<file path="config.mk">
export PLATFORM = sky130hd
export DESIGN_NAME = acc_top
export DESIGN_NICKNAME = d
export VERILOG_FILES = /design/src/core/acc_pkg.sv /design/src/core/acc_top.sv
export SDC_FILE = /design/constraint.sdc
export NUM_CORES = 1
export LEC_CHECK = 0
export BUFFER_PORTS_ARGS = -buffer_cell sky130_fd_sc_hd__buf_4
export CORE_UTILIZATION = 50
export CTS_BUF_LIST = sky130_fd_sc_hd__clkbuf_4 sky130_fd_sc_hd__clkbuf_8
export DETAILED_ROUTE_END_ITERATION = 8
export HOLD_SLACK_MARGIN = 0.15
export PLACE_DENSITY = 0.74
export SYNTH_ARGS = -nofsm -noshare
export SYNTH_HDL_FRONTEND = slang
export SYNTH_SLANG_ARGS = --single-unit
</file>
<file path="constraint.sdc">
create_clock -name clk -period 7.1 [get_ports clk]
set_clock_uncertainty 0.1 [all_clocks]
set_input_delay 0.71 -clock clk [delete_from_list [all_inputs] [get_ports clk]]
set_output_delay 0.71 -clock clk [all_outputs]
set_load 0.03 [all_outputs]
</file>
<file path="src/core/acc_pkg.sv">
// Constants for the converter control block: register offsets, field positions,
// reset values and sequencing counts. Assumes a byte-wide register port.
package acc_pkg;

  localparam int ACC_ADDR_W = 5;
  localparam int ACC_DATA_W = 8;

  // Register offsets (byte addresses)
  localparam logic [4:0] OFS_MAIN_CTRL    = 5'h00;
  localparam logic [4:0] OFS_ACCUM_CTRL   = 5'h01;
  localparam logic [4:0] OFS_CLOCK_REF    = 5'h02;
  localparam logic [4:0] OFS_DELAY_CTRL   = 5'h03;
  localparam logic [4:0] OFS_WINDOW_MODE  = 5'h04;
  localparam logic [4:0] OFS_SAMPLE_LEN   = 5'h05;
  localparam logic [4:0] OFS_INPUT_SEL    = 5'h06;
  localparam logic [4:0] OFS_COMMAND      = 5'h08;
  localparam logic [4:0] OFS_EVENT_CTRL   = 5'h09;
  localparam logic [4:0] OFS_IRQ_ENABLE   = 5'h0A;
  localparam logic [4:0] OFS_FLAGS        = 5'h0B;
  localparam logic [4:0] OFS_RESULT_LO    = 5'h10;
  localparam logic [4:0] OFS_RESULT_HI    = 5'h11;
  localparam logic [4:0] OFS_WIN_LOW_LO   = 5'h12;
  localparam logic [4:0] OFS_WIN_LOW_HI   = 5'h13;
  localparam logic [4:0] OFS_WIN_HIGH_LO  = 5'h14;
  localparam logic [4:0] OFS_WIN_HIGH_HI  = 5'h15;

  // Field positions
  localparam int MAIN_ENABLE_BIT   = 0;
  localparam int MAIN_FREE_RUNNING_BIT  = 1;
  localparam int MAIN_RES8_BIT     = 2;
  localparam int REF_LSB           = 4;
  localparam int DELAY_INIT_LSB    = 5;
  localparam int DELAY_AUTO_BIT    = 4;
  localparam int IRQ_RESULT_BIT    = 0;
  localparam int IRQ_WINDOW_BIT    = 1;

  // Reset value shared by every register
  localparam logic [7:0] REG_RESET = 8'h00;

  // Encodings
  localparam logic [1:0] REF_INTERNAL = 2'h0;
  localparam logic [1:0] REF_SUPPLY   = 2'h1;
  localparam logic [2:0] WIN_NONE     = 3'h0;
  localparam logic [2:0] WIN_BELOW    = 3'h1;
  localparam logic [2:0] WIN_ABOVE    = 3'h2;
  localparam logic [2:0] WIN_INSIDE   = 3'h3;
  localparam logic [2:0] WIN_OUTSIDE  = 3'h4;
  localparam logic [2:0] INIT_MAX_CODE = 3'h5;
  localparam logic [2:0] ACCUM_MAX_CODE = 3'h6;

  // Sequencing counts in converter clock cycles
  localparam logic [8:0] INIT_STEP_CYCLES   = 9'h010;
  localparam logic [5:0] SAMPLE_BASE_CYCLES = 6'h02;

  typedef enum logic [2:0] {ACC_IDLE, ACC_INIT, ACC_SAMPLE, ACC_CONVERT, ACC_DELAY} acc_state_e;

endpackage

</file>
<file path="src/core/acc_top.sv">
// Converter control block: register file, clock prescaler, start/abort sequencing,
// accumulation and window comparison for a successive-approximation core.
// Assumes the analog core, event and wake inputs run on clk.
//
// Contract
// reference field: 0 picks internal reference, 1 picks supply; others reserved.
// converter clock is peripheral clock divided by 2 to 256 per code.
// startup delay of 0,16,32,64,128,256 converter cycles before first sample.
// the same startup delay applies after deep sleep wake for a measurement.
// auto delay variation increments sampling delay after each sample, wrapping.
// wait sampling-delay converter cycles between samples with capacitor open.
// sampling lasts two converter cycles plus the sample-length extension.
// window mode: none, below, above, inside, outside; others reserved.
// window compare uses full 16-bit result with strict inequalities.
// input codes 0-11 pins, 1C converter, 1D reference, 1E temperature, 1F ground.
// channel change during conversion takes effect only after it completes.
// writing one to start bit begins one measurement or first free-run one.
// start bit reads one while converting and clears on completion.
// writing zero to start bit during conversion aborts it.
// with event start enabled, an event starts a conversion.
// interrupt enable bit 1 gates window request, bit 0 result request.
// result flag sets on completion; cleared by writing one or reading result.
// window flag set at end of conversion on match; same clearing.
// with accumulation, thresholds compare against the accumulated total only.
// free running starts a new conversion right after one completes.
// prescaler and counters run on clk, step on converter tick, reset when disabled.
//
// Local design decision: the strobed register port.
`timescale 1ns/1ps
module acc_top
(
  input  wire logic                    clk,
  input  wire logic                    rst,
  input  wire logic [acc_pkg::ACC_ADDR_W-1:0] reg_addr,
  input  wire logic [acc_pkg::ACC_DATA_W-1:0] reg_wdata,
  input  wire logic                    reg_wr,
  input  wire logic                    reg_rd,
  output logic      [acc_pkg::ACC_DATA_W-1:0] reg_rdata,
  input  wire logic                    event_trigger,
  input  wire logic                    deep_sleep_wake,
  input  wire logic                    core_done,
  input  wire logic [9:0]              core_data,
  output logic                         adc_clk,
  output logic      [1:0]              ref_sel,
  output logic      [4:0]              channel_sel,
  output logic                         cap_open,
  output logic                         core_start,
  output logic                         irq_result,
  output logic                         irq_window
);
  import acc_pkg::*;

  // Software fields
  logic        enable, free_running, res8, auto_delay_variation, event_start_enable;
  logic [2:0]  accum_sel, clock_divider_sel, startup_delay_sel, window_compare_mode;
  logic [1:0]  reference_choice;
  logic [3:0]  inter_sample_delay;
  logic [4:0]  sampling_extension, input_channel;
  logic [1:0]  irq_enable;
  logic [15:0] window_low_threshold, window_high_threshold;

  // Block state
  logic        result_ready, window_match, init_pending;
  logic [15:0] conversion_result, acc_sum;
  acc_state_e  state;
  logic [8:0]  seq_cnt;
  logic [6:0]  smp_cnt;
  logic [7:0]  clock_divider_sel_cnt;

  // Decoded strobes and combinational helpers
  logic        adc_tick, last_sample, conv_done, busy, start_req;
  logic        abort_req, win_hit, result_read, flag_wr;
  logic [7:0]  clock_divider_sel_mask;
  logic [8:0]  init_cycles;
  logic [5:0]  sample_cycles;
  logic [6:0]  samples_total;
  logic [15:0] sample_value, next_sum;

  function automatic logic wr_at(input logic [4:0] ofs);
    wr_at = reg_wr && (reg_addr == ofs);
  endfunction

  // Prescaler: tick every 2^(code+1) peripheral clocks
  always_comb begin
    clock_divider_sel_mask = 8'((16'h0002 << clock_divider_sel) - 16'h0001);
    adc_tick   = enable && ((clock_divider_sel_cnt & clock_divider_sel_mask) == clock_divider_sel_mask);
  end

  always_ff @(posedge clk or posedge rst) begin
    if (rst) begin
      clock_divider_sel_cnt <= 8'h00;
      adc_clk   <= 1'b0;
    end else if (!enable) begin
      clock_divider_sel_cnt <= 8'h00;
      adc_clk   <= 1'b0;
    end else begin
      clock_divider_sel_cnt <= clock_divider_sel_cnt + 8'h01;
      adc_clk   <= ((clock_divider_sel_cnt + 8'h01) & clock_divider_sel_mask) > (clock_divider_sel_mask >> 1);
    end
  end

  // Sequencing lengths
  always_comb begin
    if (startup_delay_sel == 3'h0 || startup_delay_sel > INIT_MAX_CODE) begin
      init_cycles = 9'h000;
    end else begin
      init_cycles = 9'(INIT_STEP_CYCLES << (startup_delay_sel - 3'h1));
    end
    sample_cycles = SAMPLE_BASE_CYCLES + {1'b0, sampling_extension};
    samples_total = 7'(8'h01 << ((accum_sel > ACCUM_MAX_CODE) ? ACCUM_MAX_CODE : accum_sel));
    sample_value  = res8 ? {8'h00, core_data[9:2]} : {6'h00, core_data};
    next_sum      = acc_sum + sample_value;
    last_sample   = (smp_cnt == samples_total - 7'h01);
    conv_done     = (state == ACC_CONVERT) && core_done && last_sample;
  end

  // Window comparison on the accumulated total only
  always_comb begin
    unique case (window_compare_mode)
      WIN_BELOW:   win_hit = next_sum < window_low_threshold;
      WIN_ABOVE:   win_hit = next_sum > window_high_threshold;
      WIN_INSIDE:  win_hit = (next_sum > window_low_threshold) && (next_sum < window_high_threshold);
      WIN_OUTSIDE: win_hit = (next_sum < window_low_threshold) || (next_sum > window_high_threshold);
      default:     win_hit = 1'b0;
    endcase
  end

  always_comb begin
    busy        = (state != ACC_IDLE);
    start_req   = enable && !busy && ((wr_at(OFS_COMMAND) && reg_wdata[0])
                  || (event_start_enable && event_trigger));
    abort_req   = busy && wr_at(OFS_COMMAND) && !reg_wdata[0];
    result_read = reg_rd && (reg_addr == OFS_RESULT_LO || reg_addr == OFS_RESULT_HI);
    flag_wr     = wr_at(OFS_FLAGS);
  end

  // Plain control registers
  always_ff @(posedge clk or posedge rst) begin
    if (rst) begin
      {res8, free_running, enable} <= 3'h0;
      accum_sel             <= REG_RESET[2:0];
      reference_choice      <= REF_INTERNAL;
      clock_divider_sel     <= REG_RESET[2:0];
      startup_delay_sel     <= REG_RESET[2:0];
      auto_delay_variation  <= 1'b0;
      window_compare_mode   <= WIN_NONE;
      sampling_extension    <= REG_RESET[4:0];
      input_channel         <= REG_RESET[4:0];
      event_start_enable    <= 1'b0;
      irq_enable            <= REG_RESET[1:0];
      window_low_threshold  <= 16'h0000;
      window_high_threshold <= 16'h0000;
    end else if (reg_wr) begin
      unique case (reg_addr)
        OFS_MAIN_CTRL: begin
          enable       <= reg_wdata[MAIN_ENABLE_BIT];
          free_running <= reg_wdata[MAIN_FREE_RUNNING_BIT];
          res8         <= reg_wdata[MAIN_RES8_BIT];
        end
        OFS_ACCUM_CTRL:  accum_sel <= reg_wdata[2:0];
        OFS_CLOCK_REF: begin
          reference_choice  <= reg_wdata[REF_LSB +: 2];
          clock_divider_sel <= reg_wdata[2:0];
        end
        OFS_DELAY_CTRL: begin
          startup_delay_sel    <= reg_wdata[DELAY_INIT_LSB +: 3];
          auto_delay_variation <= reg_wdata[DELAY_AUTO_BIT];
        end
        OFS_WINDOW_MODE: window_compare_mode <= reg_wdata[2:0];
        OFS_SAMPLE_LEN:  sampling_extension  <= reg_wdata[4:0];
        OFS_INPUT_SEL:   input_channel       <= reg_wdata[4:0];
        OFS_EVENT_CTRL:  event_start_enable  <= reg_wdata[0];
        OFS_IRQ_ENABLE:  irq_enable          <= reg_wdata[1:0];
        OFS_WIN_LOW_LO:  window_low_threshold[7:0]   <= reg_wdata;
        OFS_WIN_LOW_HI:  window_low_threshold[15:8]  <= reg_wdata;
        OFS_WIN_HIGH_LO: window_high_threshold[7:0]  <= reg_wdata;
        OFS_WIN_HIGH_HI: window_high_threshold[15:8] <= reg_wdata;
        default: ;
      endcase
    end
  end

  // Sampling delay: software write wins over the automatic step
  always_ff @(posedge clk or posedge rst) begin
    if (rst) begin
      inter_sample_delay <= REG_RESET[3:0];
    end else if (wr_at(OFS_DELAY_CTRL)) begin
      inter_sample_delay <= reg_wdata[3:0];
    end else if (auto_delay_variation && state == ACC_CONVERT && core_done) begin
      inter_sample_delay <= inter_sample_delay + 4'h1;
    end
  end

  // Startup delay owed on enable, switch to internal reference, or deep sleep wake
  always_ff @(posedge clk or posedge rst) begin
    if (rst) begin
      init_pending <= 1'b0;
    end else if ((wr_at(OFS_MAIN_CTRL) && reg_wdata[MAIN_ENABLE_BIT] && !enable)
                 || (wr_at(OFS_CLOCK_REF) && reg_wdata[REF_LSB +: 2] == REF_INTERNAL
                     && reference_choice != REF_INTERNAL)) begin
      init_pending <= 1'b1;
    end else if (deep_sleep_wake) begin
      init_pending <= 1'b1;
    end else if (state == ACC_INIT && adc_tick && seq_cnt == init_cycles - 9'h001) begin
      init_pending <= 1'b0;
    end else if (start_req && init_cycles == 9'h000) begin
      init_pending <= 1'b0;
    end
  end

  // Conversion sequencer
  always_ff @(posedge clk or posedge rst) begin
    if (rst) begin
      state       <= ACC_IDLE;
      seq_cnt     <= 9'h000;
      smp_cnt     <= 7'h00;
      acc_sum     <= 16'h0000;
      channel_sel <= 5'h00;
      core_start  <= 1'b0;
    end else begin
      core_start <= 1'b0;
      if (!enable || abort_req) begin
        state   <= ACC_IDLE;
        seq_cnt <= 9'h000;
      end else begin
        unique case (state)
          ACC_IDLE: begin
            if (start_req) begin
              channel_sel <= input_channel;
              acc_sum     <= 16'h0000;
              smp_cnt     <= 7'h00;
              seq_cnt     <= 9'h000;
              state       <= (init_pending && init_cycles != 9'h000) ? ACC_INIT : ACC_SAMPLE;
            end
          end
          ACC_INIT: begin
            if (adc_tick) begin
              seq_cnt <= seq_cnt + 9'h001;
              if (seq_cnt == init_cycles - 9'h001) begin
                seq_cnt <= 9'h000;
                state   <= ACC_SAMPLE;
              end
            end
          end
          ACC_SAMPLE: begin
            if (adc_tick) begin
              seq_cnt <= seq_cnt + 9'h001;
              if (seq_cnt == {3'h0, sample_cycles} - 9'h001) begin
                seq_cnt    <= 9'h000;
                core_start <= 1'b1;
                state      <= ACC_CONVERT;
              end
            end
          end
          ACC_CONVERT: begin
            if (core_done) begin
              acc_sum <= next_sum;
              smp_cnt <= smp_cnt + 7'h01;
              seq_cnt <= 9'h000;
              if (last_sample) begin
                if (free_running) begin
                  channel_sel <= input_channel;
                  acc_sum     <= 16'h0000;
                  smp_cnt     <= 7'h00;
                  state       <= ACC_SAMPLE;
                end else begin
                  state <= ACC_IDLE;
                end
              end else if (inter_sample_delay == 4'h0 && !auto_delay_variation) begin
                state <= ACC_SAMPLE;
              end else begin
                state <= ACC_DELAY;
              end
            end
          end
          ACC_DELAY: begin
            if (inter_sample_delay == 4'h0) begin
              state <= ACC_SAMPLE;
            end else if (adc_tick) begin
              seq_cnt <= seq_cnt + 9'h001;
              if (seq_cnt == {5'h00, inter_sample_delay} - 9'h001) begin
                seq_cnt <= 9'h000;
                state   <= ACC_SAMPLE;
              end
            end
          end
          default: state <= ACC_IDLE;
        endcase
      end
    end
  end

  // Capacitor stays open while sampling and during the inter-sample wait
  always_ff @(posedge clk or posedge rst) begin
    if (rst) begin
      cap_open <= 1'b0;
    end else begin
      cap_open <= enable && (state == ACC_SAMPLE || state == ACC_DELAY);
    end
  end

  always_ff @(posedge clk or posedge rst) begin
    if (rst) begin
      ref_sel <= REF_INTERNAL;
    end else begin
      ref_sel <= reference_choice;
    end
  end

  // Result and flags; a completion in the clearing cycle wins
  always_ff @(posedge clk or posedge rst) begin
    if (rst) begin
      conversion_result <= 16'h0000;
      result_ready      <= 1'b0;
      window_match      <= 1'b0;
    end else begin
      if (conv_done) begin
        conversion_result <= next_sum;
      end
      result_ready <= conv_done
                      || (result_ready && !result_read && !(flag_wr && reg_wdata[IRQ_RESULT_BIT]));
      window_match <= (conv_done && win_hit)
                      || (window_match && !result_read && !(flag_wr && reg_wdata[IRQ_WINDOW_BIT]));
    end
  end

  always_ff @(posedge clk or posedge rst) begin
    if (rst) begin
      irq_result <= 1'b0;
      irq_window <= 1'b0;
    end else begin
      irq_result <= result_ready && irq_enable[IRQ_RESULT_BIT];
      irq_window <= window_match && irq_enable[IRQ_WINDOW_BIT];
    end
  end

  // Read port: data in the cycle after the strobe, zero otherwise
  always_ff @(posedge clk or posedge rst) begin
    if (rst) begin
      reg_rdata <= 8'h00;
    end else if (!reg_rd) begin
      reg_rdata <= 8'h00;
    end else begin
      unique case (reg_addr)
        OFS_MAIN_CTRL:   reg_rdata <= {5'h00, res8, free_running, enable};
        OFS_ACCUM_CTRL:  reg_rdata <= {5'h00, accum_sel};
        OFS_CLOCK_REF:   reg_rdata <= {2'h0, reference_choice, 1'b0, clock_divider_sel};
        OFS_DELAY_CTRL:  reg_rdata <= {startup_delay_sel, auto_delay_variation, inter_sample_delay};
        OFS_WINDOW_MODE: reg_rdata <= {5'h00, window_compare_mode};
        OFS_SAMPLE_LEN:  reg_rdata <= {3'h0, sampling_extension};
        OFS_INPUT_SEL:   reg_rdata <= {3'h0, input_channel};
        OFS_COMMAND:     reg_rdata <= {7'h00, busy};
        OFS_EVENT_CTRL:  reg_rdata <= {7'h00, event_start_enable};
        OFS_IRQ_ENABLE:  reg_rdata <= {6'h00, irq_enable};
        OFS_FLAGS:       reg_rdata <= {6'h00, window_match, result_ready};
        OFS_RESULT_LO:   reg_rdata <= conversion_result[7:0];
        OFS_RESULT_HI:   reg_rdata <= conversion_result[15:8];
        OFS_WIN_LOW_LO:  reg_rdata <= window_low_threshold[7:0];
        OFS_WIN_LOW_HI:  reg_rdata <= window_low_threshold[15:8];
        OFS_WIN_HIGH_LO: reg_rdata <= window_high_threshold[7:0];
        OFS_WIN_HIGH_HI: reg_rdata <= window_high_threshold[15:8];
        default:         reg_rdata <= 8'h00;
      endcase
    end
  end

endmodule // acc_top

</file>
### Word level (Yosys, flattened, before mapping)

Cells that the tools add are included.

* magnitude comparators: 7
* muxes and demuxes: 59
* $add $sub $neg: 12
* reduce and logical (&&, ||, !) cells: 83
* bitwise operators: 3
* shifts and indexed selects: 3
* eq/ne operators: 43

Operators by type and width (number)
* 8-bit case mux with 17 select lines: 1
* 9-bit 2-to-1 mux: 11
* 16-bit 2-to-1 mux: 4
* 9-bit case mux with 5 select lines: 1
* 3-bit 2-to-1 mux: 13
* 1-bit logical AND: 37
* 16-bit > comparator: 2
* 16-bit less-than comparator: 2
* 16-bit case mux with 2 select lines: 1
* 5-bit equality test, second input constant: 6
* 7-bit 2-to-1 mux: 4
* 9-bit equality test: 3
* 2-bit AND reduction: 13
* 5-bit by 4-bit equality test with 1-bit output, second input constant: 4
* 5-bit 2-to-1 mux: 4
* 16-bit by 10-bit adder with 16-bit output: 1
* 8-bit bitwise AND: 2
* 8-bit 2-to-1 mux: 2
* 5-bit by 3-bit equality test with 1-bit output, second input constant: 3
* 3-bit != test, second input constant: 5
* 3-bit case mux with 5 select lines: 1
* 7-bit case mux with 2 select lines: 1
* 3-bit by 2-bit equality test with 1-bit output, second input constant: 4
* 5-bit by 2-bit equality test with 1-bit output, second input constant: 2
* other kinds (48): 83

* word-level logic and storage cells: 245
* output and inout bits: 20
* register bits: 149

### Longest topological paths before layout

* depth in word-level cells: 10
* depth in mapped cells: 17
* mapped depth without buffers: 17

### Worst setup path after synthesis

OpenSTA, ideal clock, no wires.

* kind: flip-flop to flip-flop
* start: register res8
* end: register window_match
* required time: 6.904 ns
* cell stages (with the launch flop): 17
* path slack: 2.850 ns
* arrival time: 4.054 ns
* library setup time: 0.096 ns
* buffers on the path: 1
* cell sequence: dfrtp_1 clkbuf_1 mux2_2 ha_1 nand3_1 o211ai_1 o21bai_1 o31ai_1 and3_1 xor2_1 ha_1 nand4_1 nor4_1 a2111oi_0 and3_1 nor2_1 o31ai_1

* word-level cells in the longest chain between the ends: 7

RTL lines
* start: declaration: RTL line acc_top.sv:54 `logic enable, free_running, res8, auto_delay_variation, event_start_enable;`
* start signal: assignment: RTL line acc_top.sv:158 `res8 <= reg_wdata[MAIN_RES8_BIT];`
* 10-bit 2-to-1 mux (*): RTL line acc_top.sv:111 `sample_value = res8 ? {8'h00, core_data[9:2]} : {6'h00, core_data};`
* 16-bit by 10-bit adder with 16-bit output (*): RTL line acc_top.sv:112 `next_sum = acc_sum + sample_value;`
* via next_sum[14]: RTL line acc_top.sv:77 `logic [15:0] sample_value, next_sum;`
* 16-bit less-than comparator, or another cell as far along: RTL line acc_top.sv:120, acc_top.sv:123
* 1-bit logical OR / 1-bit logical AND (equally long branches): RTL line acc_top.sv:123, acc_top.sv:122
* 1-bit case mux with 4 select lines (*): RTL line acc_top.sv:119 `unique case (window_compare_mode)`
* 1-bit logical AND (*): RTL line acc_top.sv:322 `window_match <= (conv_done && win_hit)`
* 1-bit logical OR (*): RTL line acc_top.sv:323 `|| (window_match && !result_read && !(flag_wr && reg_wdata[IRQ_WINDOW_BIT]));`
* end signal: assignment: RTL line acc_top.sv:322
* end: declaration: RTL line acc_top.sv:63 `logic result_ready, window_match, init_pending;`

The timed path passes the listed nets; every way through them passes the cells marked *.
A chain may end at the register's enable or synchronous reset.

### Worst setup path in the final report

Ends and elaborated chain as after synthesis.

==> impl_summary.md <==
Setup path
The delay of the slowest cell on the worst path is between 0.6 and 0.7 ns. The critical path crosses 15 cells after its start point. Of all nets on the critical path, the largest fanout is 12. The kind of critical path is flip-flop to flip-flop. STA classifies the critical path endpoint as a flip-flop. For the worst setup path, the data required time is roughly 7.3 ns. The cell class contributing the biggest share of worst-path delay is compound AO/OA/AOI/OAI gates. The signal on the critical path passes through mux2_2, ha_1, nand3_1, o211ai_1, o21bai_1, o31ai_1, and3_1, xor2_1, ha_1, nand4_1, nor4_1, a2111oi_0, o21ai_0, a32oi_1, o31ai_1.

For the worst setup path, the data arrival time is between 5 and 6 ns. The depth of the worst register-to-register path is 15. The element type at the critical path start is a flip-flop. The worst setup path startpoint is res8$_DFFE_PP0P_. The capture point of the worst path is window_match$_DFF_PP0_. The number of buffers and inverters on the critical path is 0.

The beginning of the worst register-to-register path is res8$_DFFE_PP0P_. The destination of the worst register-to-register timing path is window_match$_DFF_PP0_. The slowest cell on the critical path is dfrtp_1. For flop-to-flop paths, the worst setup slack is approximately 2.1 ns.

Die
The floorplan step set the die height to approximately 140 µm. The total area inside the core boundary comes to between 15000 and 20000 µm². The die is roughly 140 µm wide. The overall die area is about 19000 µm². During I/O placement, the number of pins put on the boundary was 50.

The number of cell rows is about 50. Once the floorplan was initialized, standard cells occupied 51.2% of the core.

Routing
The number of design rule violations left after detail routing is 0. The routed via count divided by cell count is 6.25. The detailed-route wire length per cell is 20.3 µm.

Detailed routing inserted a total of 7658 vias. The first detailed-routing pass took 5 iterations. The number of DRC violations after detailed-routing iteration 0 is 623. The total wirelength of the detailed-routed design is ~25000 µm. The number of nets still failing antenna checks after routing is 0.

Clock network
The clock net in this run drives a total of 149 sinks. In this run, post-CTS hold repair placed 0 buffers. After clock tree synthesis, the setup repair step added 0 buffers. The number of buffers between clock root and the deepest sink is 2. Clock-pin slew was measured on the worst setup and hold paths at ~0.09 ns.

The count of cells resized by post-cts repair is 0. TritonCTS built the clock tree. The master cell of the clock root buffer is clkbuf_8.

The H-tree depth is 4. The source-to-sink clock delay at the later pin of the worst-skew pair is ~0.47 ns. The number of buffers created by CTS is 17.

Power
In this run switching power makes up roughly 37% of total power. The combinational power share is between 20% and 30%. Total power for the finished layout comes to approximately 2.5 mW. In this run the power density over the cells is between 200 and 250 nW/µm². The internal power is approximately 1.6 mW. The largest voltage drop on the vdd net is ~0.14 mV. Per report_power, the sequential group accounts for 44.2% of the total. The clock network fraction of total power is roughly a quarter.

The analysis attributes to cell leakage a power of 4.57 nW. For this design the total switching power over the nets is about 0.94 mW.

GRT
The via count of the first global-routing pass was 7462. The initial antenna violation count is 0. Entering global routing, the biggest net connects 94 pins. The overflow left after global routing is 0. The total track usage is between 20 and 30%. The global-route wire length before repair is a little under 40000 µm.

Layout
The library cell used most frequently in the layout, excluding fill and tap cells, is dfrtp_1. The final non-filler cell area is 10100 µm². Cells with a size suffix above 1 make up between 15 and 20% of the layout. For this run, the post-layout net count is around 1100. The repair_antennas step left the layout with diodes totalling 0. The area growth from synthesis to final layout is 9.81%. Counting the fill cells in the layout gives 1613. In the layout the commonest cells are dfrtp_1, nand2_1, mux2_2.

Logic synthesis
The mapped cell area is between 9000 and 10000 µm². Sequential cells were found to cover between 40% and 50% of the synthesized design area. Yosys attributes the largest share of cell area to dfrtp_1, mux2_2, ha_1. The share of synthesized area in the top cell type comes to 40.4%. In the synthesized netlist the dominant register cell turns out to be dfrtp_1. Synthesis produced a netlist whose cell count is about 950. The synthesized design contains 0 enable-type register cells. During synthesis, Yosys emitted a total of 0 warnings. After synthesis, the mean cell area works out to around 9.7 µm². Counting flops with an async set or reset pin after synthesis yields a share of between 90% and 100%. Summed over all instances, the cell type with the most area after synthesis is dfrtp_1.

After synthesis the netlist holds a flip-flop and latch count of roughly 150. When the netlist entered floorplanning its net count stood at 1040. The netlist uses 75 different library cells.

Hold path
The worst hold path class is input pin to async pin.

Timing
Setup repair after global routing left no endpoint under its margin. The worst pin sits at a relative slew slack of 32.5%. At the pin with the least slew margin, the transition time is 1.01 ns. After layout, the worst path uses between 70% and 80% of the clock period.

The fmax is roughly 0.2 GHz. The final-report max-slew violation count was 0. The final worst-path setup slack is ~2.1 ns.

Adding up every negative setup slack in the final design gives 0 ns. For the finished layout, the period the worst path requires is about 5.0 ns. The number of hold violations in the final report came to 0. Setup violations remaining at the end of the flow were counted as 0.

Run
Across the run, the number of max-cap violations was 0.

Placed design
Once detailed placement completed, the half-perimeter wirelength came to roughly 18000 µm. The post-placement cell area is 9740 µm². The global placer's final weighted congestion is 0.903. The worst slack at placement is ~2.1 ns. Port buffering added 49 buffers.

Run status
The run finished with clean final reports.
through the flow:
| step | instances | hold WS [ns] | util (%) |
|---|---|---|---|
| floorplan | 952 | 0.289 | - |
| global placement | 1193 | 0.328 | 54.0 |
| detailed placement | 1193 | 0.326 | 54.0 |
| CTS | 1225 | 0.333 | 56.2 |
| global route | 1225 | 0.357 | 56.2 |
| finish | 1225 | 0.288 | 56.2 |
layer usage:
metal	global-route usage [%]	routed length [µm]
met1	35.3	10400
met2	45.2	11700
met3	5.59	1650
met4	13.6	1050
met5	0	0
Yosys cell counts (all sizes together), types with 6 or more instances:
cell and instances:
xnor2 24, nor3 15, dfrtp 149, xor2 17
a21oi 36, nand2 87, nor2 55, mux2 84
nand3 22, nor2b 22, a21o 6, and3 19
ha 57, inv 55, clkbuf 27, buf 16
and2 12, or3 7, o21ai 68, nand2b 14
a22oi 19, a22o 12, nand4 16, a31oi 13
o31ai 13
power groups by stage:
stage          registers, mW  clock network [mW]  logic [mW]
2_1_floorplan           1.09                   0       0.558
3_3_place_gp            1.12                   0       0.712
3_5_place_dp            1.13                   0       0.734
4_1_cts                 1.11               0.675       0.740
5_1_grt                 1.13               0.705       0.828
6_report                1.12               0.666       0.745
worst min path at each step:
stage                                               to                             from  depth (start not counted)  slack, ns
after global routing              ref_sel[0]$_DFF_PP0_  reference_choice[0]$_DFFE_PP0P_                          0       0.36
after floorplan                   ref_sel[0]$_DFF_PP0_  reference_choice[0]$_DFFE_PP0P_                          0       0.29
after detailed placement          ref_sel[0]$_DFF_PP0_  reference_choice[0]$_DFFE_PP0P_                          0       0.33
after CTS                 input_channel[0]$_DFFE_PP0P_                              rst                          2       0.33
final                       channel_sel[2]$_DFFE_PP0P_                              rst                          2       0.29
after global placement            ref_sel[0]$_DFF_PP0_  reference_choice[0]$_DFFE_PP0P_                          0       0.33
registers in the layout (all words and copies together), names as in the netlist, 4 cells and up:
register               count
acc_sum                   16
conversion_result         16
window_high_threshold     16
window_low_threshold      16
seq_cnt                    9
clock_divider_sel_cnt      8
reg_rdata                  8
smp_cnt                    7
channel_sel                5
input_channel              5
sampling_extension         5
inter_sample_delay         4
final cells by class:
class	count	area, µm²	share of cell area, %
multi-input combinational	705	5100	50.3
sequential	149	3730	36.8
timing repair buffer	55	413	4.08
tap	229	287	2.83
clock buffer	18	248	2.45
inverter	55	211	2.09
clock inverter	14	144	1.42
cell families after synthesis:
| family | after synthesis | share of synthesized area (%) |
|---|---|---|
| fa+ha+maj | 58 | 7.95 |
| compound gates | 225 | 16.3 |
| flops | 149 | 40.4 |
| mux | 90 | 11.0 |
| buf+inv | 98 | 4.31 |
| simple gates | 291 | 16.1 |
| xor+xnor | 41 | 3.89 |
Power figures use the tool's default switching activity.
